<file path="src/rtl/rcc_defs.svh">
`ifndef RCC_DEFS_SVH
`define RCC_DEFS_SVH
// Behaviour
// - Five-bit frame pulse selector in low bits, reset selects base rate.
// - Codes 0 to 4 pick generator one at quarter, half, one, two, four.
// - Codes 5 to 7 pick generator two: divide six, three, two-thirds.
// - Codes 8 to 11 pick serial input ports zero to three.
// - Codes 12 to 15 pick serial output ports zero to three.
// - Code 16 picks the receiver recovered stream rate.
// - Unsynchronised unconverted audio drops or repeats samples.
// - Rising start bit enables core and launches the program counter.
// - Falling start bit does nothing; it cannot stop execution.
// - Rising halt bit stops the core at once, from any state.
// - Core stays stopped while the halt bit stays set.
// - Clearing halt only permits a later restart by a start edge.
// - Hibernate request finishes current sample, then sleeps, interrupts off.
// - Program counter begins at the program start address register.
// - After halt or at boot the status field reports not running, 000.

// -----------------------------------------------------------------------------
// Register offsets
// -----------------------------------------------------------------------------
`define RCC_ADDR_W         16
`define RCC_OFS_HIBERNATE  16'hf400
`define RCC_OFS_FRAME_SEL  16'hf401
`define RCC_OFS_LAUNCH     16'hf402
`define RCC_OFS_ABORT      16'hf403
`define RCC_OFS_START_ADDR 16'hf404
`define RCC_OFS_STATUS     16'hf405

// -----------------------------------------------------------------------------
// Fields and reset values
// -----------------------------------------------------------------------------
`define RCC_SEL_W          5
`define RCC_SEL_RESET      5'h02
`define RCC_SEL_SRC_MAX    5'h10
`define RCC_ST_IDLE        3'h0
`define RCC_ST_RUN         3'h1
`define RCC_ST_SLEEP       3'h3
`define RCC_ZERO16         16'h0000

`endif

</file>
<file path="src/rtl/rcc_pkg.sv">
package rcc_pkg;

	typedef enum {
		RCC_IDLE,
		RCC_RUN,
		RCC_DRAIN,
		RCC_SLEEP
	} rcc_state_e;

	typedef struct packed {
		logic        pulse;
		logic [15:0] addr;
		logic [15:0] wdata;
		logic        wr;
		logic        rd;
	} rcc_bus_s;

endpackage

</file>
<file path="src/rtl/rcc_run_ctrl.sv">
// Strobed register access was left to the implementer.
`timescale 1ns/100ps
`include "rcc_defs.svh"

module rcc_run_ctrl #(
	parameter int PC_W = 16
) (
	// Clock and reset
	input  wire logic                   i_clk,
	input  wire logic                   i_rst,
	// Register port
	input  wire logic [`RCC_ADDR_W-1:0] i_addr,
	input  wire logic [15:0]            i_wdata,
	input  wire logic                   i_wr,
	input  wire logic                   i_rd,
	output logic      [15:0]            o_rdata,
	// Frame pulse sources, asynchronous levels
	input  wire logic [16:0]            i_rate_src,
	// Core handshake
	input  wire logic                   i_frame_done,
	// Core control
	output logic                        o_frame_start,
	output logic                        o_core_run,
	output logic                        o_pc_load,
	output logic      [PC_W-1:0]        o_pc_start,
	output logic                        o_irq_enable,
	output logic      [2:0]             o_status
);

	if (PC_W < 1 || PC_W > 16) begin : g_pc_w_check
		$error("rcc_run_ctrl: PC_W must be 1 to 16");
	end

	typedef struct packed {
		logic                  hib;
		logic [`RCC_SEL_W-1:0] sel;
		logic                  launch;
		logic                  abort;
		logic [15:0]           start_addr;
		logic                  launch_prev;
		logic                  abort_prev;
		rcc_pkg::rcc_state_e   fsm;
		logic                  pc_load;
		logic [15:0]           rdata;
	} rcc_regs_s;

	rcc_regs_s st;
	rcc_regs_s next_st;
	logic      pulse;
	logic      launch_edge;
	logic      abort_edge;
	logic [2:0] status;

	// -------------------------------------------------------------------------
	// Frame pulse selection.
	// -------------------------------------------------------------------------
	rcc_pulse_mux #(
		.SRC_N (17)
	) u_mux (
		.i_clk   (i_clk),
		.i_rst   (i_rst),
		.i_src   (i_rate_src),
		.i_sel   (st.sel),
		.o_pulse (pulse)
	);

	// Edges compare each bit with its value one cycle earlier.
	assign launch_edge = st.launch & ~st.launch_prev;
	assign abort_edge  = st.abort & ~st.abort_prev;

	// Status follows the state being entered, so that it changes on the same
	// edge as the run output and never disagrees with it.
	always_comb begin
		case (next_st.fsm)
			rcc_pkg::RCC_RUN:   status = `RCC_ST_RUN;
			rcc_pkg::RCC_DRAIN: status = `RCC_ST_RUN;
			rcc_pkg::RCC_SLEEP: status = `RCC_ST_SLEEP;
			default:            status = `RCC_ST_IDLE;
		endcase
	end

	// -------------------------------------------------------------------------
	// Register writes, reads and run state.
	// -------------------------------------------------------------------------
	always_comb begin
		next_st             = st;
		next_st.launch_prev = st.launch;
		next_st.abort_prev  = st.abort;
		next_st.pc_load     = 1'b0;
		next_st.rdata       = `RCC_ZERO16;
		if (i_wr) begin
			if (i_addr == `RCC_OFS_HIBERNATE) begin
				next_st.hib = i_wdata[0];
			end else if (i_addr == `RCC_OFS_FRAME_SEL) begin
				next_st.sel = i_wdata[`RCC_SEL_W-1:0];
			end else if (i_addr == `RCC_OFS_LAUNCH) begin
				next_st.launch = i_wdata[0];
			end else if (i_addr == `RCC_OFS_ABORT) begin
				next_st.abort = i_wdata[0];
			end else if (i_addr == `RCC_OFS_START_ADDR) begin
				next_st.start_addr = i_wdata;
			end
		end
		if (i_rd) begin
			if (i_addr == `RCC_OFS_HIBERNATE) begin
				next_st.rdata = {15'h0000, st.hib};
			end else if (i_addr == `RCC_OFS_FRAME_SEL) begin
				next_st.rdata = {11'h000, st.sel};
			end else if (i_addr == `RCC_OFS_LAUNCH) begin
				next_st.rdata = {15'h0000, st.launch};
			end else if (i_addr == `RCC_OFS_ABORT) begin
				next_st.rdata = {15'h0000, st.abort};
			end else if (i_addr == `RCC_OFS_START_ADDR) begin
				next_st.rdata = st.start_addr;
			end else if (i_addr == `RCC_OFS_STATUS) begin
				next_st.rdata = {13'h0000, o_status};
			end
		end

		// Halt has top priority and may strike mid-frame; that is why it can
		// leave memory inconsistent and is meant for debug only.
		if (abort_edge || st.abort) begin
			next_st.fsm = rcc_pkg::RCC_IDLE;
		end else begin
			case (st.fsm)
				rcc_pkg::RCC_IDLE: begin
					// A falling start bit and a cleared halt bit do nothing
					// here; only a fresh rising start edge launches.
					if (launch_edge) begin
						next_st.fsm     = st.hib ? rcc_pkg::RCC_SLEEP
						                         : rcc_pkg::RCC_RUN;
						next_st.pc_load = 1'b1;
					end
				end
				rcc_pkg::RCC_RUN: begin
					if (st.hib) begin
						next_st.fsm = rcc_pkg::RCC_DRAIN;
					end
				end
				rcc_pkg::RCC_DRAIN: begin
					if (i_frame_done) begin
						next_st.fsm = rcc_pkg::RCC_SLEEP;
					end
				end
				rcc_pkg::RCC_SLEEP: begin
					if (!st.hib) begin
						next_st.fsm = rcc_pkg::RCC_RUN;
					end
				end
				default: next_st.fsm = rcc_pkg::RCC_IDLE;
			endcase
		end
	end

	always_ff @(posedge i_clk) begin
		if (i_rst) begin
			st     <= '0;
			st.sel <= `RCC_SEL_RESET;
			st.fsm <= rcc_pkg::RCC_IDLE;
			o_frame_start <= 1'b0;
			o_core_run    <= 1'b0;
			o_irq_enable  <= 1'b1;
			o_status      <= `RCC_ST_IDLE;
			o_pc_start    <= '0;
		end else begin
			st <= next_st;
			// Frames start only on the chosen pulse; unrelated audio must be
			// converted upstream or samples slip.
			o_frame_start <= pulse & (next_st.fsm == rcc_pkg::RCC_RUN);
			o_core_run    <= (next_st.fsm == rcc_pkg::RCC_RUN) ||
			                 (next_st.fsm == rcc_pkg::RCC_DRAIN);
			// Interrupts follow the stored bit so they return on the same edge
			// as the core leaves sleep.
			o_irq_enable  <= ~st.hib;
			o_status      <= status;
			if (next_st.pc_load) begin
				o_pc_start <= st.start_addr[PC_W-1:0];
			end
		end
	end

	assign o_pc_load = st.pc_load;
	assign o_rdata   = st.rdata;

endmodule // rcc_run_ctrl

</file>
<file path="src/rtl/rcc_pulse_mux.sv">
`timescale 1ns/100ps
`include "rcc_defs.svh"

module rcc_pulse_mux #(
	parameter int SRC_N = 17
) (
	// Clock and reset
	input  wire logic                  i_clk,
	input  wire logic                  i_rst,
	// Pulse sources and choice
	input  wire logic [SRC_N-1:0]      i_src,
	input  wire logic [`RCC_SEL_W-1:0] i_sel,
	// Selected frame start
	output logic                       o_pulse
);

	if (SRC_N != 17) begin : g_src_n_check
		$error("rcc_pulse_mux: seventeen sources are required");
	end

	typedef struct packed {
		logic [SRC_N-1:0] sync1;
		logic [SRC_N-1:0] sync2;
		logic [SRC_N-1:0] prev;
		logic             pulse;
	} rcc_mux_s;

	rcc_mux_s st;
	rcc_mux_s next_st;

	// -------------------------------------------------------------------------
	// Sources are rate-clock levels from other domains; a rising edge of the
	// chosen one becomes a single frame start. Unknown codes give no pulse.
	// -------------------------------------------------------------------------
	always_comb begin
		next_st       = st;
		next_st.sync1 = i_src;
		next_st.sync2 = st.sync1;
		next_st.prev  = st.sync2;
		next_st.pulse = 1'b0;
		if (i_sel <= `RCC_SEL_SRC_MAX) begin
			// Codes map in order onto generator one, generator two, input ports,
			// output ports and the receiver rate.
			next_st.pulse = st.sync2[i_sel] & ~st.prev[i_sel];
		end
	end

	always_ff @(posedge i_clk) begin
		if (i_rst) begin
			st <= '0;
		end else begin
			st <= next_st;
		end
	end

	assign o_pulse = st.pulse;

endmodule // rcc_pulse_mux

</file>
<file path="config.mk">
export PLATFORM = sky130hd
export DESIGN_NAME = rcc_run_ctrl
export DESIGN_NICKNAME = d
export VERILOG_FILES = /design/src/rtl/rcc_pkg.sv /design/src/rtl/rcc_run_ctrl.sv /design/src/rtl/rcc_pulse_mux.sv
export VERILOG_INCLUDE_DIRS = /design/src /design/src/rtl
export SDC_FILE = /design/constraint.sdc
export NUM_CORES = 1
export LEC_CHECK = 0
export BUFFER_PORTS_ARGS = -buffer_cell sky130_fd_sc_hd__clkbuf_2
export CAP_MARGIN = 15
export CORE_MARGIN = 5
export CORE_UTILIZATION = 40
export CTS_CLUSTER_DIAMETER = 120
export DETAILED_ROUTE_END_ITERATION = 8
export PLACE_DENSITY = 0.66
export SYNTH_ARGS = -nofsm -noshare
export SYNTH_HDL_FRONTEND = slang
export SYNTH_SLANG_ARGS = --single-unit
</file>
<file path="constraint.sdc">
create_clock -name i_clk -period 2.2 [get_ports i_clk]
set_clock_uncertainty 0.05 [all_clocks]
set_input_delay 0.33 -clock i_clk [delete_from_list [all_inputs] [get_ports i_clk]]
set_output_delay 0.33 -clock i_clk [all_outputs]
set_load 0.05 [all_outputs]
</file>
== Word-level counts from Yosys, hierarchy flattened ==
Cells that the tools add are included.

* Magnitude comparators: 2
* Equality and inequality tests: 14
* Mux-type cells: 20
* Bitwise gates (word level): 14
* Reductions and logical operators: 13

{| class="wikitable"
|+ Operators by type and width
! operator !! number
|-
| $eq 32x2->1 const B || 5
|-
| $mux 32 || 4
|-
| $pmux 32 s4 || 1
|-
| $eq 16x16->1 const B || 6
|-
| $eq 32x1->1 const B || 2
|-
| $mux 33 || 1
|-
| $eq 32x3->1 const B || 1
|-
| $logic_not 32->1 || 1
|-
| $mux 16 || 1
|-
| $mux 5 || 3
|-
| $bmux 1 s5 || 2
|-
| $not 1->1 || 10
|-
| $lt 5x6->1 const B || 1
|-
| $reduce_and 6->1 || 1
|-
| $reduce_or 2->1 || 3
|-
| $reduce_or 6->1 || 1
|-
| $le 5x5->1 const B || 1
|-
| $mux 1 || 5
|-
| $reduce_and 5->1 || 1
|-
| $and 1x1->1 || 4
|-
| $pmux 2 s2 || 1
|-
| $reduce_and 4->1 || 1
|-
| $mux 3 || 1
|-
| $reduce_and 3->1 || 1
|-
| other kinds (4) || 5
|}

* Bits in registers: 149
* Logic and storage cells: 84

== Depth between registers and ports, before layout ==
* Depth in word-level cells: 8
* Depth in mapped cells: 7

== Hierarchy ==
From an unflattened synthesis, not the netlist that was laid out.

* Cells, all modules: 461
* Area, all modules: 5114.9 um^2

{| class="wikitable"
|+ By module, submodules not included
! module !! instances !! cells an instance !! area each (um^2)
|-
| rcc_run_ctrl || 1 || 322 || 3412.0
|-
| rcc_pulse_mux || 1 || 139 || 1702.9
|}

== Least setup slack after synthesis ==
Ideal clock, no wire load.

* Kind: input port to flip-flop
* Start point: input port i_addr[5]
* End point: register st[57] (netlist bit)
* Arrival time: 1.566 ns
* Data required time: 2.078 ns
* Path slack: 0.512 ns
* Cell stages on the path: 7
* Buffers on the path: 3
* Cells stage by stage: nor4b_2 -> and3_1 -> buf_4 -> and4_1 -> buf_4 -> buf_6 -> mux2i_1

* Longest elaborated chain between the ends: 3
* Elaborated cells on any way between the ends: 10
* Those cells by class: 5 x eq/ne; 4 x bitwise; 1 x reduce/logical

{| class="wikitable"
|+ Ends and longest elaborated chain
! item !! RTL line !! source
|-
| from (decl) || rcc_run_ctrl.sv:12 || <nowiki>input wire logic [`RCC_ADDR_W-1:0] i_addr,</nowiki>
|-
| $eq 16x16->1 (no line) || n/a ||
|-
| $not 1->1 (no line) || n/a ||
|-
| $reduce_and 6->1 (no line) * || n/a ||
|-
| to (signal assigned) || rcc_run_ctrl.sv:166 || <nowiki>st <= next_st;</nowiki>
|-
| to (decl) || rcc_run_ctrl.sv:47 || <nowiki>rcc_regs_s st;</nowiki>
|}

Mark *: on every way between the ends. The rest lies on a longest branch, timed or not.
A chain may end at the register's enable or synchronous reset.

== Final worst setup path ==
* Start point: register st, in the netlist next_st[49]
* End point: register o_pc_start[12]

* Longest elaborated chain between the ends: 3

{| class="wikitable"
|+ Ends and longest elaborated chain
! item !! RTL line !! source
|-
| $and 1x1->1 || rcc_run_ctrl.sv:69 || <nowiki>assign abort_edge = st.abort & ~st.abort_prev;</nowiki>
|-
| $logic_or 1x1->1 * || rcc_run_ctrl.sv:122 || <nowiki>if (abort_edge || st.abort) begin</nowiki>
|-
| $mux 1 * || rcc_run_ctrl.sv:122 ||
|-
| to (signal assigned) || rcc_run_ctrl.sv:177 || <nowiki>o_pc_start <= st.start_addr[PC_W-1:0];</nowiki>
|-
| to (decl) || rcc_run_ctrl.sv:25 || <nowiki>output logic [PC_W-1:0] o_pc_start,</nowiki>
|}

Marked as above.

==> reports/metrics.cfg <==
[power_and_ir_drop]
power_density_nw_per_um2 = 934
clockPowerShare_pct = 50.1
seqPwrFrac_pct = 47.0
switching_share_pct = 20.5
fin_total_pwr_w = 0.00584
intPower_w = 0.00465
combPwrFrac_pct = 2.9
ir_drop_uv = 398
power_leakage_nw = 2.56
power_switching_w = 0.00120

[sta]
tns_ns = 0
tightestPinTransition_ns = 0.578
setup-violations-final = 0
period_share_pct = 79.8
slew_violations = 0
max_freq_ghz = 0.570
rsz0062_at_grt = false
fin_ws_ns = 0.444
fin_crit_ns = 1.76
relSlewSlack_pct = 61.1
hold_viol_final = 0

[cts]
cts_tree = yes
cts_root_buffer = clkbuf_16
cts.sinks = 147
cts_hold_buf = 0
ctsResizeCount = 0
cts_setup_buffers = 0
clock_latency_ns = 0.41
clkSlewWorstSetupHoldPaths_ns = 0.06
clockBufferDepth = 2
cts_buffers = 17
htree_levels = 4

[floorplan]
core-area_um2 = 12500
start_util_pct = 40.3
ios = 93
rows = 41
fp.dieW_um = 122
dieArea_um2 = 14900
die_h_um = 122

[logic_synthesis]
synthTopCellsByArea = dfxtp_1, mux2i_1, nand2b_1
synth_area_um2 = 5020
synth-edff-count = 0
synth.avg_cell_area_um2 = 11.3
synthCells = 446
async_reset_ff_share_pct = 0
yosysTopAreaCell = dfxtp_1
ys_types = 48
ys.flop_type = dfxtp_1
synth.top_cell.area_share_pct = 58.6
ys_seq_area_share_pct = 58.6
yosys_warnings = 0
synth_seq_cells = 147

[route]
drc_errors = 0
drtIter0Drc = 154
wire_per_inst_um = 12.2
detail_route.vias_per_cell = 4.32
drtPass1Iterations = 4
ant_nets = 0
vias = 3197
wl_mm = 9.01

[placement]
place_area_um2 = 5640
dpl.hpwl_mm = 6.39
dpl_worst_slack_ns = 0.346
portBuffers = 91
gp_congestion = 0.756

[critical_path]
crit_start = next_st[49]
start_kind = flop
cp_max_fo = 16
critPathRequiredTime_ns = 2.48
r2r_end = o_pc_start[12]
r2r_slack_ns = 0.44
cp-end-kind = flop
arrival_ns = 2.04
cp-endpoint = o_pc_start[12]
reg2reg_depth = 5
path_class = flop to flop
r2r_start = next_st[49]

[job]
drv_cap = 0

[layout]
final_nets = 609
multi_input_comb_area_um2 = 1940
antenna_cells = 0
final_cell_area_um2 = 6260
final_common_cell = dfxtp_1
layout-drive-gt1-share_pct = 25.4
mostFrequentLayoutCells = dfxtp_1, clkbuf_2, nand2b_1, nor2b_1, mux2i_1
nFillCells = 1119
regArea_um2 = 2940
area_delta_synth_final_pct = 24.6

[global_routing]
grtUsageTotal_pct = 12.8
grt_overflow = 0
grt_max_degree = 38
grt_pass1_vias = 3189
grt_pass1_wl_mm = 14.8
antenna_found_initial = 0

[hold_path]
min-delay-start = i_rate_src[0]
hold_class = input port to flop

[run_status]
status = finished, final reports clean

-- sequential cells by signal (all words and copies together) (netlist names), 2 cells and up --
| signal | cells |
|---|---|
| o_status | 2 |
| next_st | 2 |
| o_rdata | 16 |
| o_pc_start | 16 |
| u_mux.st | 17 |
| st | 55 |
| u_mux.next_st | 34 |
-- critical path, cell delays in order, from the launching register on --
cell     delay [ns]
dfxtp_1        0.33
nor4_2         0.34
nand4_2        0.20
nor3_4         0.21
buf_4          0.32
mux2i_1        0.23
-- cells in the mapped netlist, types with 4 or more instances --
| cell type | n |
|---|---|
| a21oi_1 | 5 |
| a22oi_1 | 4 |
| and2_1 | 13 |
| and3_1 | 4 |
| and4_1 | 4 |
| buf_4 | 19 |
| clkbuf_1 | 14 |
| dfxtp_1 | 147 |
| inv_1 | 6 |
| mux2i_1 | 39 |
| nand2_1 | 7 |
| nand2b_1 | 59 |
| nor2_1 | 10 |
| nor2b_1 | 54 |
| nor3_1 | 4 |
| nor4_1 | 7 |
| o221ai_1 | 4 |
-- how the worst min path moves through the flow --
stage | end | slack, ns | depth (start not counted)
after floorplan | o_irq_enable | 0.35 | 1
after global placement | u_mux.next_st[4] | 0.37 | 1
after detailed placement | u_mux.next_st[2] | 0.38 | 1
after CTS | u_mux.next_st[25] | 0.07 | 2
after global routing | u_mux.next_st[20] | 0.07 | 2
final | u_mux.next_st[18] | 0.08 | 2
-- layout make-up --
| class | count | area share (%) |
|---|---|---|
| flip-flops and latches | 147 | 47.0 |
| multi-input cells | 285 | 31.0 |
| repair buffers | 98 | 8.32 |
| clock buffers | 19 | 7.08 |
| well taps | 172 | 3.44 |
| clock inverters | 13 | 2.76 |
| inverters | 6 | 0.360 |
-- metal layers --
| metal | wire [um] | share of wire (%) | global-route usage, % | up-vias |
|---|---|---|---|---|
| met3 | 489 | 5.4 | 4.36 | 9 |
| met5 | 0 | 0 | 0 | - |
| met2 | 4310 | 48 | 21.0 | 71 |
| li1 | - | - | - | 1672 |
| met4 | 103 | 1.1 | 5.25 | 0 |
| met1 | 4100 | 46 | 15.4 | 1445 |
-- through the flow --
stage,cells,utilization [%],hold slack [ns]
final,740,50.2,0.0824
after global routing,740,50.2,0.0677
after CTS,740,50.2,0.0656
after detailed placement,708,45.3,0.375
after global placement,708,45.3,0.372
after floorplan,476,-,0.348
-- power by group through the flow --
stage | registers (W) | logic (W) | clock network (W)
6_report | 0.00275 | 0.000167 | 0.00293
5_1_grt | 0.00276 | 0.000190 | 0.00314
4_1_cts | 0.00275 | 0.000169 | 0.00300
3_5_place_dp | 0.00281 | 0.000168 | 0
3_3_place_gp | 0.00281 | 0.000166 | 0
2_1_floorplan | 0.00280 | 0.0000986 | 0
-- cell families after synthesis --
| kind of cell | synth area share, % |
|---|---|
| mux | 8.44 |
| simple gates | 23.5 |
| other cells | 0.0746 |
| compound gates | 4.33 |
| buf+inv | 5.13 |
| flops | 58.6 |
(Power assumes the default switching activity.)
